--- config.mk ---
export PLATFORM = sky130hd
export DESIGN_NAME = rsc_reference_switchover_control
export DESIGN_NICKNAME = d
export VERILOG_FILES = /design/src/rsc_pkg.sv /design/src/rsc_reference_switchover_control.sv
export SDC_FILE = /design/constraint.sdc
export NUM_CORES = 1
export LEC_CHECK = 0
export ABC_AREA = 1
export BUFFER_PORTS_ARGS = -buffer_cell sky130_fd_sc_hd__buf_2
export CAP_MARGIN = 5
export CORE_AREA = 2 2 150 188
export CTS_BUF_LIST = sky130_fd_sc_hd__clkbuf_2 sky130_fd_sc_hd__clkbuf_4 sky130_fd_sc_hd__clkbuf_8
export DETAILED_ROUTE_END_ITERATION = 16
export DIE_AREA = 0 0 152 190
export GPL_ROUTABILITY_DRIVEN = 0
export PLACE_DENSITY = 0.58
export REMOVE_ABC_BUFFERS = 1
export SYNTH_ARGS = -nofsm -noshare
export SYNTH_HDL_FRONTEND = slang
export SYNTH_SLANG_ARGS = --single-unit
--- constraint.sdc ---
create_clock -name clk_i -period 22.1 [get_ports clk_i]
set_input_delay 2.21 -clock clk_i [delete_from_list [all_inputs] [get_ports clk_i]]
set_output_delay 2.21 -clock clk_i [all_outputs]
set_load 0.005 [all_outputs]
--- src/rsc_pkg.sv ---
// constants shared by the reference switchover controller
// assumes a single 200 MHz system clock domain
package rsc_pkg;
    // ----------------------------------------------------------------
    // register indices (byte address is four times the index)
    // ----------------------------------------------------------------
    localparam logic [11:0] RSC_IDX_FTW0 = 12'h300;
    localparam logic [11:0] RSC_IDX_FTW5 = 12'h305;
    localparam logic [11:0] RSC_IDX_PBO_THRESH = 12'h507;
    localparam logic [11:0] RSC_IDX_PRIO0 = 12'h600;
    localparam logic [11:0] RSC_IDX_PRIO7 = 12'h607;
    localparam logic [11:0] RSC_IDX_LOOP_MODE = 12'ha01;
    localparam logic [11:0] RSC_IDX_STATUS = 12'ha20;
    // ----------------------------------------------------------------
    // field positions
    // ----------------------------------------------------------------
    localparam int RSC_LM_FORCE_HOLD_BIT = 6;
    localparam int RSC_LM_FORCE_FREE_BIT = 5;
    localparam int RSC_LM_MODE_MSB = 4;
    localparam int RSC_LM_MODE_LSB = 3;
    localparam int RSC_LM_USER_MSB = 2;
    localparam int RSC_TBL_ASSIGNED_BIT = 7;
    localparam int RSC_TBL_PROF_MSB = 6;
    localparam int RSC_TBL_PROF_LSB = 4;
    localparam int RSC_PRIO_SEL_LSB = 0;
    localparam int RSC_PRIO_PROM_LSB = 4;
    // ----------------------------------------------------------------
    // reset values
    // ----------------------------------------------------------------
    localparam logic [7:0] RSC_RST_LOOP_MODE = 8'h00;
    localparam logic [7:0] RSC_RST_PBO_THRESH = 8'h00;
    localparam logic [7:0] RSC_RST_FTW_BYTE = 8'h00;
    localparam logic [7:0] RSC_RST_PRIO = 8'h00;
    // ----------------------------------------------------------------
    // selection modes and controller states
    // ----------------------------------------------------------------
    typedef enum logic [1:0] {
        RSC_MODE_AUTO = 2'b00,
        RSC_MODE_FALLBACK = 2'b01,
        RSC_MODE_HOLDOVER = 2'b10,
        RSC_MODE_MANUAL = 2'b11
    } rsc_mode_e;
    typedef enum logic [1:0] {
        RSC_ST_HOLD = 2'b00,
        RSC_ST_TRACK = 2'b01,
        RSC_ST_FREE = 2'b11
    } rsc_state_e;
endpackage

--- src/rsc_reference_switchover_control.sv ---
// reference switchover controller: picks the active input reference
// for the digital phase loop and flags holdover, free-run and build-out
// assumes validity flags and the reference-to-profile table come from
// logic on clk_i, and a classic wishbone master on the same clock
//
// The Wishbone interface to the registers is this design's own decision.
`timescale 1ns/100ps
`default_nettype none

// Summary of operation
// mode field picks auto, fallback, holdover, manual
// auto mode ignores the user reference field
// user code 000 first input, 111 eighth
// fallback: user if valid, else priority pick
// holdover mode: user if valid, else holdover
// manual: user reference regardless of validity
// software sets manual profile for user reference
// bit 6 forces holdover, bit 5 free-run
// free-run frequency comes from tuning word
// selection and promoted priority 0..7, lower wins
// promoted priority applies only to active reference
// switch on failure or better newly valid reference
// pick valid reference with lowest selection priority
// equal priority ties go to lowest index
// invalid references are never candidates
// differential inputs: lower index gets better priority
// phase master: selection priority below threshold
// threshold resets to zero, no masters
// build-out on switch only if not master
// null profile assignment counts as invalid
// table entry: bit 7 assigned, bits 6:4 profile
// selection decisions are registered on clock
// free-run wins over forced holdover
module rsc_reference_switchover_control
    import rsc_pkg::*;
#(
    parameter int NUM_REFS = 8,
    parameter int FTW_BYTES = 6
) (
    input wire logic clk_i,
    input wire logic rst_i,
    input wire logic wb_cyc_i,
    input wire logic wb_stb_i,
    input wire logic wb_we_i,
    input wire logic [13:0] wb_adr_i,
    input wire logic [31:0] wb_dat_i,
    input wire logic [3:0] wb_sel_i,
    output logic [31:0] wb_dat_o,
    output logic wb_ack_o,
    input wire logic [NUM_REFS-1:0] ref_valid_i,
    input wire logic [8*NUM_REFS-1:0] ref_profile_i,
    output logic [2:0] active_ref_o,
    output logic ref_active_o,
    output logic holdover_o,
    output logic free_run_o,
    output logic [8*FTW_BYTES-1:0] ftw_o,
    output logic switch_o,
    output logic phase_buildout_o
);
    // ----------------------------------------------------------------
    // register bus
    // ----------------------------------------------------------------
    logic [7:0] loop_mode_ff;
    logic [7:0] pbo_thresh_ff;
    logic [7:0] ftw_ff [FTW_BYTES];
    logic [7:0] prio_ff [8];
    logic ack_ff;
    logic [31:0] rdat_ff;
    logic [11:0] idx;
    logic req;
    logic wr_en;
    rsc_state_e state_ff;
    rsc_state_e nxt_state;
    logic [2:0] active_ff;
    logic [2:0] nxt_active;
    logic switch_ff;
    logic pbo_ff;

    assign idx = wb_adr_i[13:2];
    // a request still held after ack must not be taken a second time
    assign req = wb_cyc_i & wb_stb_i & ~ack_ff;
    assign wr_en = req & wb_we_i & wb_sel_i[0];
    assign wb_ack_o = ack_ff;
    assign wb_dat_o = rdat_ff;

    // ----------------------------------------------------------------
    // address decode; the write path uses only the loop and threshold hits
    // ----------------------------------------------------------------
    function automatic logic in_range(input logic [11:0] a,
                                      input logic [11:0] lo,
                                      input logic [11:0] hi);
        in_range = (a >= lo) && (a <= hi);
    endfunction

    logic hit_loop;
    logic hit_thresh;
    logic hit_status;
    logic hit_ftw;
    logic hit_prio;

    assign hit_loop = (idx == RSC_IDX_LOOP_MODE);
    assign hit_thresh = (idx == RSC_IDX_PBO_THRESH);
    assign hit_status = (idx == RSC_IDX_STATUS);
    assign hit_ftw = in_range(idx, RSC_IDX_FTW0, RSC_IDX_FTW5);
    assign hit_prio = in_range(idx, RSC_IDX_PRIO0, RSC_IDX_PRIO7);

    // status byte, assembled once so the read path stays a plain mux
    logic [7:0] status_byte;
    assign status_byte[7] = (state_ff == RSC_ST_TRACK);
    assign status_byte[6] = (state_ff == RSC_ST_FREE);
    assign status_byte[5] = (state_ff == RSC_ST_HOLD);
    assign status_byte[4] = pbo_ff;
    assign status_byte[3] = 1'b0;
    assign status_byte[2:0] = active_ff;

    always_ff @(posedge clk_i) begin
        if (rst_i) begin
            ack_ff <= 1'b0;
        end else begin
            ack_ff <= req;
        end
    end

    always_ff @(posedge clk_i) begin
        if (rst_i) begin
            loop_mode_ff <= RSC_RST_LOOP_MODE;
            pbo_thresh_ff <= RSC_RST_PBO_THRESH;
        end else if (wr_en) begin
            // unused high bits are dropped so read-back shows what is kept
            if (hit_loop) begin
                loop_mode_ff <= {1'b0, wb_dat_i[6:0]};
            end
            if (hit_thresh) begin
                pbo_thresh_ff <= {5'h00, wb_dat_i[2:0]};
            end
        end
    end

    // the tuning word is not double-buffered: a multi-byte update is seen
    // byte by byte, so change it only while the loop is not free-running
    genvar g;
    generate
        for (g = 0; g < FTW_BYTES; g++) begin : gen_ftw
            always_ff @(posedge clk_i) begin
                if (rst_i) begin
                    ftw_ff[g] <= RSC_RST_FTW_BYTE;
                end else if (wr_en && idx == RSC_IDX_FTW0 + 12'(g)) begin
                    ftw_ff[g] <= wb_dat_i[7:0];
                end
            end
            assign ftw_o[8*g +: 8] = ftw_ff[g];
        end
        for (g = 0; g < 8; g++) begin : gen_prio
            // bits 2:0 selection priority, bits 6:4 promoted priority
            // the spare bits of each priority byte read back as zero
            always_ff @(posedge clk_i) begin
                if (rst_i) begin
                    prio_ff[g] <= RSC_RST_PRIO;
                end else if (wr_en && idx == RSC_IDX_PRIO0 + 12'(g)) begin
                    prio_ff[g] <= {1'b0, wb_dat_i[6:4], 1'b0, wb_dat_i[2:0]};
                end
            end
        end
    endgenerate

    // status: bit 7 tracking, 6 free-run, 5 holdover, 4 build-out, 2:0 active
    always_ff @(posedge clk_i) begin
        if (rst_i) begin
            rdat_ff <= 32'h0000_0000;
        end else if (req && !wb_we_i) begin
            rdat_ff <= 32'h0000_0000;
            if (hit_loop) begin
                rdat_ff[7:0] <= loop_mode_ff;
            end else if (hit_thresh) begin
                rdat_ff[7:0] <= pbo_thresh_ff;
            end else if (hit_ftw) begin
                rdat_ff[7:0] <= ftw_ff[3'(idx - RSC_IDX_FTW0)];
            end else if (hit_prio) begin
                rdat_ff[7:0] <= prio_ff[3'(idx - RSC_IDX_PRIO0)];
            end else if (hit_status) begin
                rdat_ff[7:0] <= status_byte;
            end
        end
    end

    // ----------------------------------------------------------------
    // candidate evaluation
    // ----------------------------------------------------------------
    function automatic logic [2:0] prof_of(input logic [8*NUM_REFS-1:0] tbl,
                                           input logic [2:0] r);
        prof_of = tbl[8*r + RSC_TBL_PROF_LSB +: 3];
    endfunction

    function automatic logic [2:0] sel_pri(input logic [7:0] p);
        sel_pri = p[RSC_PRIO_SEL_LSB +: 3];
    endfunction

    function automatic logic [2:0] prom_pri(input logic [7:0] p);
        prom_pri = p[RSC_PRIO_PROM_LSB +: 3];
    endfunction

    logic [7:0] cand;
    logic [2:0] pri_sel [8];
    logic [2:0] pri_prom [8];
    logic [2:0] best_idx;
    logic best_ok;
    logic [2:0] best_pri;

    generate
        for (g = 0; g < 8; g++) begin : gen_cand
            if (g < NUM_REFS) begin : gen_used
                // null table entry means the input is not a candidate
                assign cand[g] = ref_valid_i[g] &
                                 ref_profile_i[8*g + RSC_TBL_ASSIGNED_BIT];
                assign pri_sel[g] = sel_pri(prio_ff[prof_of(ref_profile_i, 3'(g))]);
                assign pri_prom[g] = prom_pri(prio_ff[prof_of(ref_profile_i, 3'(g))]);
            end else begin : gen_unused
                assign cand[g] = 1'b0;
                assign pri_sel[g] = 3'h7;
                assign pri_prom[g] = 3'h7;
            end
        end
    endgenerate

    // strict compare while scanning upward keeps the lowest index on ties
    always_comb begin
        best_ok = 1'b0;
        best_idx = 3'h0;
        best_pri = 3'h7;
        for (int i = 0; i < 8; i++) begin
            if (cand[i] && (!best_ok || pri_sel[i] < best_pri)) begin
                best_ok = 1'b1;
                best_idx = 3'(i);
                best_pri = pri_sel[i];
            end
        end
    end

    // ----------------------------------------------------------------
    // selection decision
    // ----------------------------------------------------------------
    rsc_mode_e mode;
    logic [2:0] user_ref;
    logic force_hold;
    logic force_free;
    logic tracking;
    logic auto_ref_ok;
    logic [2:0] auto_ref;

    assign mode = rsc_mode_e'(loop_mode_ff[RSC_LM_MODE_MSB:RSC_LM_MODE_LSB]);
    assign user_ref = loop_mode_ff[RSC_LM_USER_MSB:0];
    assign force_hold = loop_mode_ff[RSC_LM_FORCE_HOLD_BIT];
    assign force_free = loop_mode_ff[RSC_LM_FORCE_FREE_BIT];
    assign tracking = (state_ff == RSC_ST_TRACK);

    // outside manual mode the user input is usable only when it is a candidate
    logic user_ok;
    assign user_ok = cand[user_ref];

    // candidates are re-scored every cycle; a chattering valid flag can bounce
    // the choice, so debouncing is left to the validation monitors
    // the active input is judged by its promoted priority, others by selection
    always_comb begin
        auto_ref_ok = best_ok;
        auto_ref = best_idx;
        if (tracking && cand[active_ff]) begin
            auto_ref = active_ff;
            if (best_ok && best_idx != active_ff && best_pri < pri_prom[active_ff]) begin
                auto_ref = best_idx;
            end
        end
    end

    always_comb begin
        nxt_state = RSC_ST_HOLD;
        nxt_active = active_ff;
        // free-run is checked first: with both force bits set the loop must idle
        if (force_free) begin
            nxt_state = RSC_ST_FREE;
        end else if (force_hold) begin
            nxt_state = RSC_ST_HOLD;
        end else begin
            case (mode)
                RSC_MODE_AUTO: begin
                    // user field is not looked at here
                    if (auto_ref_ok) begin
                        nxt_state = RSC_ST_TRACK;
                        nxt_active = auto_ref;
                    end
                end
                RSC_MODE_FALLBACK: begin
                    if (user_ok) begin
                        nxt_state = RSC_ST_TRACK;
                        nxt_active = user_ref;
                    end else if (auto_ref_ok) begin
                        nxt_state = RSC_ST_TRACK;
                        nxt_active = auto_ref;
                    end
                end
                RSC_MODE_HOLDOVER: begin
                    if (user_ok) begin
                        nxt_state = RSC_ST_TRACK;
                        nxt_active = user_ref;
                    end
                end
                RSC_MODE_MANUAL: begin
                    // relies on software keeping a manual profile here
                    nxt_state = RSC_ST_TRACK;
                    nxt_active = user_ref;
                end
                default: begin
                    nxt_state = RSC_ST_HOLD;
                end
            endcase
        end
    end

    // ----------------------------------------------------------------
    // registered outputs
    // ----------------------------------------------------------------
    logic new_ref;
    logic enter_track;
    logic ref_moved;
    logic new_master;

    assign enter_track = (nxt_state == RSC_ST_TRACK) && !tracking;
    assign ref_moved = (nxt_state == RSC_ST_TRACK) && tracking && (nxt_active != active_ff);
    // re-entering the same input after holdover still counts as a change
    assign new_ref = enter_track | ref_moved;
    // a master is strictly better than the threshold, so threshold 0 has none
    assign new_master = (pri_sel[nxt_active] < pbo_thresh_ff[2:0]);

    always_ff @(posedge clk_i) begin
        if (rst_i) begin
            state_ff <= RSC_ST_HOLD;
            active_ff <= 3'h0;
        end else begin
            // index and state move on one edge so a status read is never torn
            state_ff <= nxt_state;
            active_ff <= nxt_active;
        end
    end

    // the build-out status bit is sticky until the next reference change; phase_buildout_o only pulses with switch_o
    always_ff @(posedge clk_i) begin
        if (rst_i) begin
            switch_ff <= 1'b0;
            pbo_ff <= 1'b0;
        end else begin
            switch_ff <= new_ref;
            if (new_ref) begin
                pbo_ff <= !new_master;
            end
        end
    end

    // ----------------------------------------------------------------
    // output ports
    // ----------------------------------------------------------------
    assign active_ref_o = active_ff;
    assign ref_active_o = tracking;
    assign holdover_o = (state_ff == RSC_ST_HOLD);
    assign free_run_o = (state_ff == RSC_ST_FREE);
    assign switch_o = switch_ff;
    assign phase_buildout_o = switch_ff & pbo_ff;
    // R16 is a board guideline; the pick logic applies whatever is set
    // manual mode trusts software to keep the user input's profile pinned
endmodule

`default_nettype wire

==> impl_metrics.json <==
{
  "status": "finished clean",
  "wl_um": 39890,
  "fin_ws_ns": 9.319,
  "cts_tree": "built",
  "power.density_nw_per_um2": 61.19,
  "clk_path_buf_depth": 2,
  "peakVddDrop_uv": 58.41,
  "synth_seq_cells": 122,
  "final_period_minus_worst_setup_slack_ns": 12.78,
  "grt_first_pass_wirelength_um": 61010,
  "cap_viol_max_count": 0,
  "synth_cell_type_count": 47,
  "dp_worst_setup_slack_ns": 8.818,
  "start_kind": "primary input",
  "cts.htree.levels": 4,
  "core-area_um2": 27310,
  "synth_cells": 1624,
  "yosys_top_cell_area_share": 0.2695,
  "final_instance_count_without_filler_cells": 2033,
  "clk_pin_slew_worst_paths_ns": 0.07,
  "data_required_time_at_the_worst_endpoint_ns": 22.43,
  "post-cts-setup-buffers": 0,
  "final.period_utilization": 0.5783,
  "postSynth.asyncResetShare": 0,
  "worst_clock_skew_ns": 0.01348,
  "post_cts_resize_count": 0,
  "worstSetupPathType": "in2reg",
  "full_die_area_um2": 28880,
  "cts_hold_buf": 0,
  "crit_slowest_cell": "sky130_fd_sc_hd__buf_2",
  "drc_violations": 0,
  "avgRoutedWirePerCell_um": 19.62,
  "clock_power_share": 0.268,
  "drtIter0Drc": 941,
  "overall_routing_resource_usage": 0.2682,
  "setup_viol_count_final": 0,
  "final_cell_area_um2": 11650,
  "pin_count": 216,
  "hold_viol_final": 0,
  "synth_seq_area_share": 0.3182,
  "tritoncts_num_sinks": 122,
  "post_synth_edffs": 96,
  "grt_remaining_overflow": 0,
  "initial_antenna_violation_count": 0,
  "clock_latency_reported_for_the_late_side_of_the_worst_skew_pair_ns": 0.45,
  "grt_max_degree": 49,
  "layout-drive-gt1-share": 0.1242,
  "floorplan.initialDensity": 0.3916,
  "postPlaceCellArea_um2": 11280,
  "grt_setup_unrepaired": "false",
  "vias_per_cell": 5.772,
  "io_buffers": 130,
  "cpPeakStageDelay_ns": 0.47,
  "setup.worst_path.end_class": "register",
  "postSynthAreaPerCell_um2": 6.586,
  "power.switching_fraction": 0.3869,
  "die_w_um": 152,
  "synth-warning-count": 0,
  "layout.filler_cells": 2899,
  "layout.nets": 1816,
  "worstHoldPathType": "reg2reg",
  "cell_internal_pwr_uw": 437.1,
  "number_of_global_route_vias_before_repair": 10729,
  "syn2layout_area_growth_pct": 8.926,
  "antenna_violating_nets_post_route": 0,
  "route.vias.total": 11735,
  "cts_root_buffer": "sky130_fd_sc_hd__clkbuf_8",
  "rows": 68,
  "drt-pass1-iter-count": 6,
  "timing.setup.tns_ns": 0,
  "synthesis.area_um2": 10700,
  "static-leakage-power_uw": 0.005085,
  "switching_power_uw": 275.8,
  "die_h_um": 190,
  "critical_path.most_common_cell": "sky130_fd_sc_hd__nand2_1",
  "numCtsBuffers": 17,
  "max_freq_mhz": 78.24,
  "seq_power_share": 0.378,
  "synth_ff_type": "sky130_fd_sc_hd__edfxtp_1",
  "place_inst": 2002,
  "dp.final_hpwl_um": 29850,
  "worst-path-max-fanout": 40,
  "comb_power_share": 0.354,
  "timing.critical_path.arrival_ns": 13.11,
  "hold_ws_ns": 0.4751,
  "post-synth-top-area-cell": "sky130_fd_sc_hd__edfxtp_1",
  "final_max_slew_viol_count": 0,
  "relSlewSlack": 0.2339,
  "worst_pin_slew_ns": 1.142,
  "synthTopCellsByArea": "sky130_fd_sc_hd__edfxtp_1 27%, sky130_fd_sc_hd__o21ai_0 12%, sky130_fd_sc_hd__a21oi_1 10%, sky130_fd_sc_hd__nand2_1 9.8%, sky130_fd_sc_hd__nor2_1 6.3%",
  "antenna-diode-count": 0
}
[final cells by class]
| cell class | count | area (um2) | share of cell area |
|---|---|---|---|
| well taps | 350 | 437.9 | 0.03759 |
| clock buffers | 18 | 241.5 | 0.02073 |
| inverters | 163 | 611.8 | 0.05252 |
| repair buffers | 136 | 695.7 | 0.05971 |
| flip-flops and latches | 122 | 3403 | 0.2921 |
| multi-input cells | 1231 | 6131 | 0.5263 |
| clock inverters | 13 | 128.9 | 0.01106 |
[critical path, delay by kind of cell]
kind	cells	cell delay [ns]
AND/OR/NAND/NOR	33	3.02
adder cells (fa/ha/maj)	9	2.79
AO/OA/AOI/OAI	24	4.12
buffers and inverters	5	0.93
[routing by layer]
metal / part of all wire / up-vias / track usage / routed length [um]
met3: 0.067 / 121 / 0.03371 / 2687
met5: 0 / - / 0 / 0
met1: 0.39 / 5373 / 0.3174 / 15570
met4: 0.060 / 0 / 0.1614 / 2387
li1: - / 5659 / - / -
met2: 0.48 / 582 / 0.4659 / 19240
[flip-flops by register name, indices dropped and copies added, names as in the netlist]
| signal | flops |
|---|---|
| active_ref_o | 3 |
| pbo_ff | 1 |
| wb_ack_o | 1 |
| ftw_ff | 48 |
| loop_mode_ff | 7 |
| wb_dat_o | 8 |
| prio_ff | 48 |
| switch_o | 1 |
| state_ff | 2 |
| pbo_thresh_ff | 3 |
[synthesized netlist by cell type, drive strengths merged, types with 3 or more instances]
cell type  instances
o32ai              7
clkbuf            88
a31oi             14
a311oi            13
o31ai              4
clkinv             9
edfxtp            96
o21ai            258
dfxtp             26
a221oi             6
nand4              5
a21oi            215
nand3             93
o22ai             17
inv              154
o2111ai            3
a22oi              4
o211ai            26
a211oi             5
ha                18
buf               43
nor2             180
nor4               3
nand2            309
nor3               9
o221ai             7
[cell families after synthesis]
family | after synthesis | share of synthesized area
and+or+nand+nor | 605 | 0.2429
adders and majority gates | 18 | 0.02106
DFF | 122 | 0.3182
other | 1 | 0.0003506
AOI/OAI and AO/OA | 584 | 0.3009
buffers and inverters | 294 | 0.1166
[metrics by stage]
stage / utilization / power (uW)
after floorplan: - / 430.1
after global placement: 0.4130 / 519.5
after detailed placement: 0.4130 / 522.7
after CTS: 0.4266 / 710.6
after global routing: 0.4266 / 754.5
final: 0.4266 / 712.8
[layout by cell type, fill, tap and decap left out, types with 13 or more instances in the layout]
cell type and instances:
sky130_fd_sc_hd__nand2_1 280, sky130_fd_sc_hd__conb_1 24, sky130_fd_sc_hd__a311oi_1 13, sky130_fd_sc_hd__nand2_2 20
sky130_fd_sc_hd__nor2_1 179, sky130_fd_sc_hd__inv_1 150, sky130_fd_sc_hd__nand3_1 86, sky130_fd_sc_hd__edfxtp_1 96
sky130_fd_sc_hd__a31oi_1 14, sky130_fd_sc_hd__o211ai_1 26, sky130_fd_sc_hd__o22ai_1 17, sky130_fd_sc_hd__buf_2 130
sky130_fd_sc_hd__ha_1 18, sky130_fd_sc_hd__o21ai_0 249, sky130_fd_sc_hd__dfxtp_1 26, sky130_fd_sc_hd__a21oi_1 213
sky130_fd_sc_hd__clkbuf_8 17
[power by group through the flow]
stage / Sequential (uW) / Combinational (uW) / Clock [uW]
6_report: 269 / 253 / 191
2_1_floorplan: 273 / 157 / 0
3_5_place_dp: 274 / 249 / 0
4_1_cts: 269 / 250 / 192
3_3_place_gp: 274 / 246 / 0
5_1_grt: 270 / 284 / 201
[path summary, 6_finish.rpt]
kind	startpoint	slack [ns]	cells past startpoint	to
max reg2reg	prio_ff[5][2]	11.18	70	pbo_ff
max	ref_profile_i[12]	9.32	71	pbo_ff
min reg2reg	wb_dat_o[0]	0.48	2	wb_dat_o[0]
min	wb_dat_o[0]	0.48	2	wb_dat_o[0]
Power figures use the tool's default switching activity.
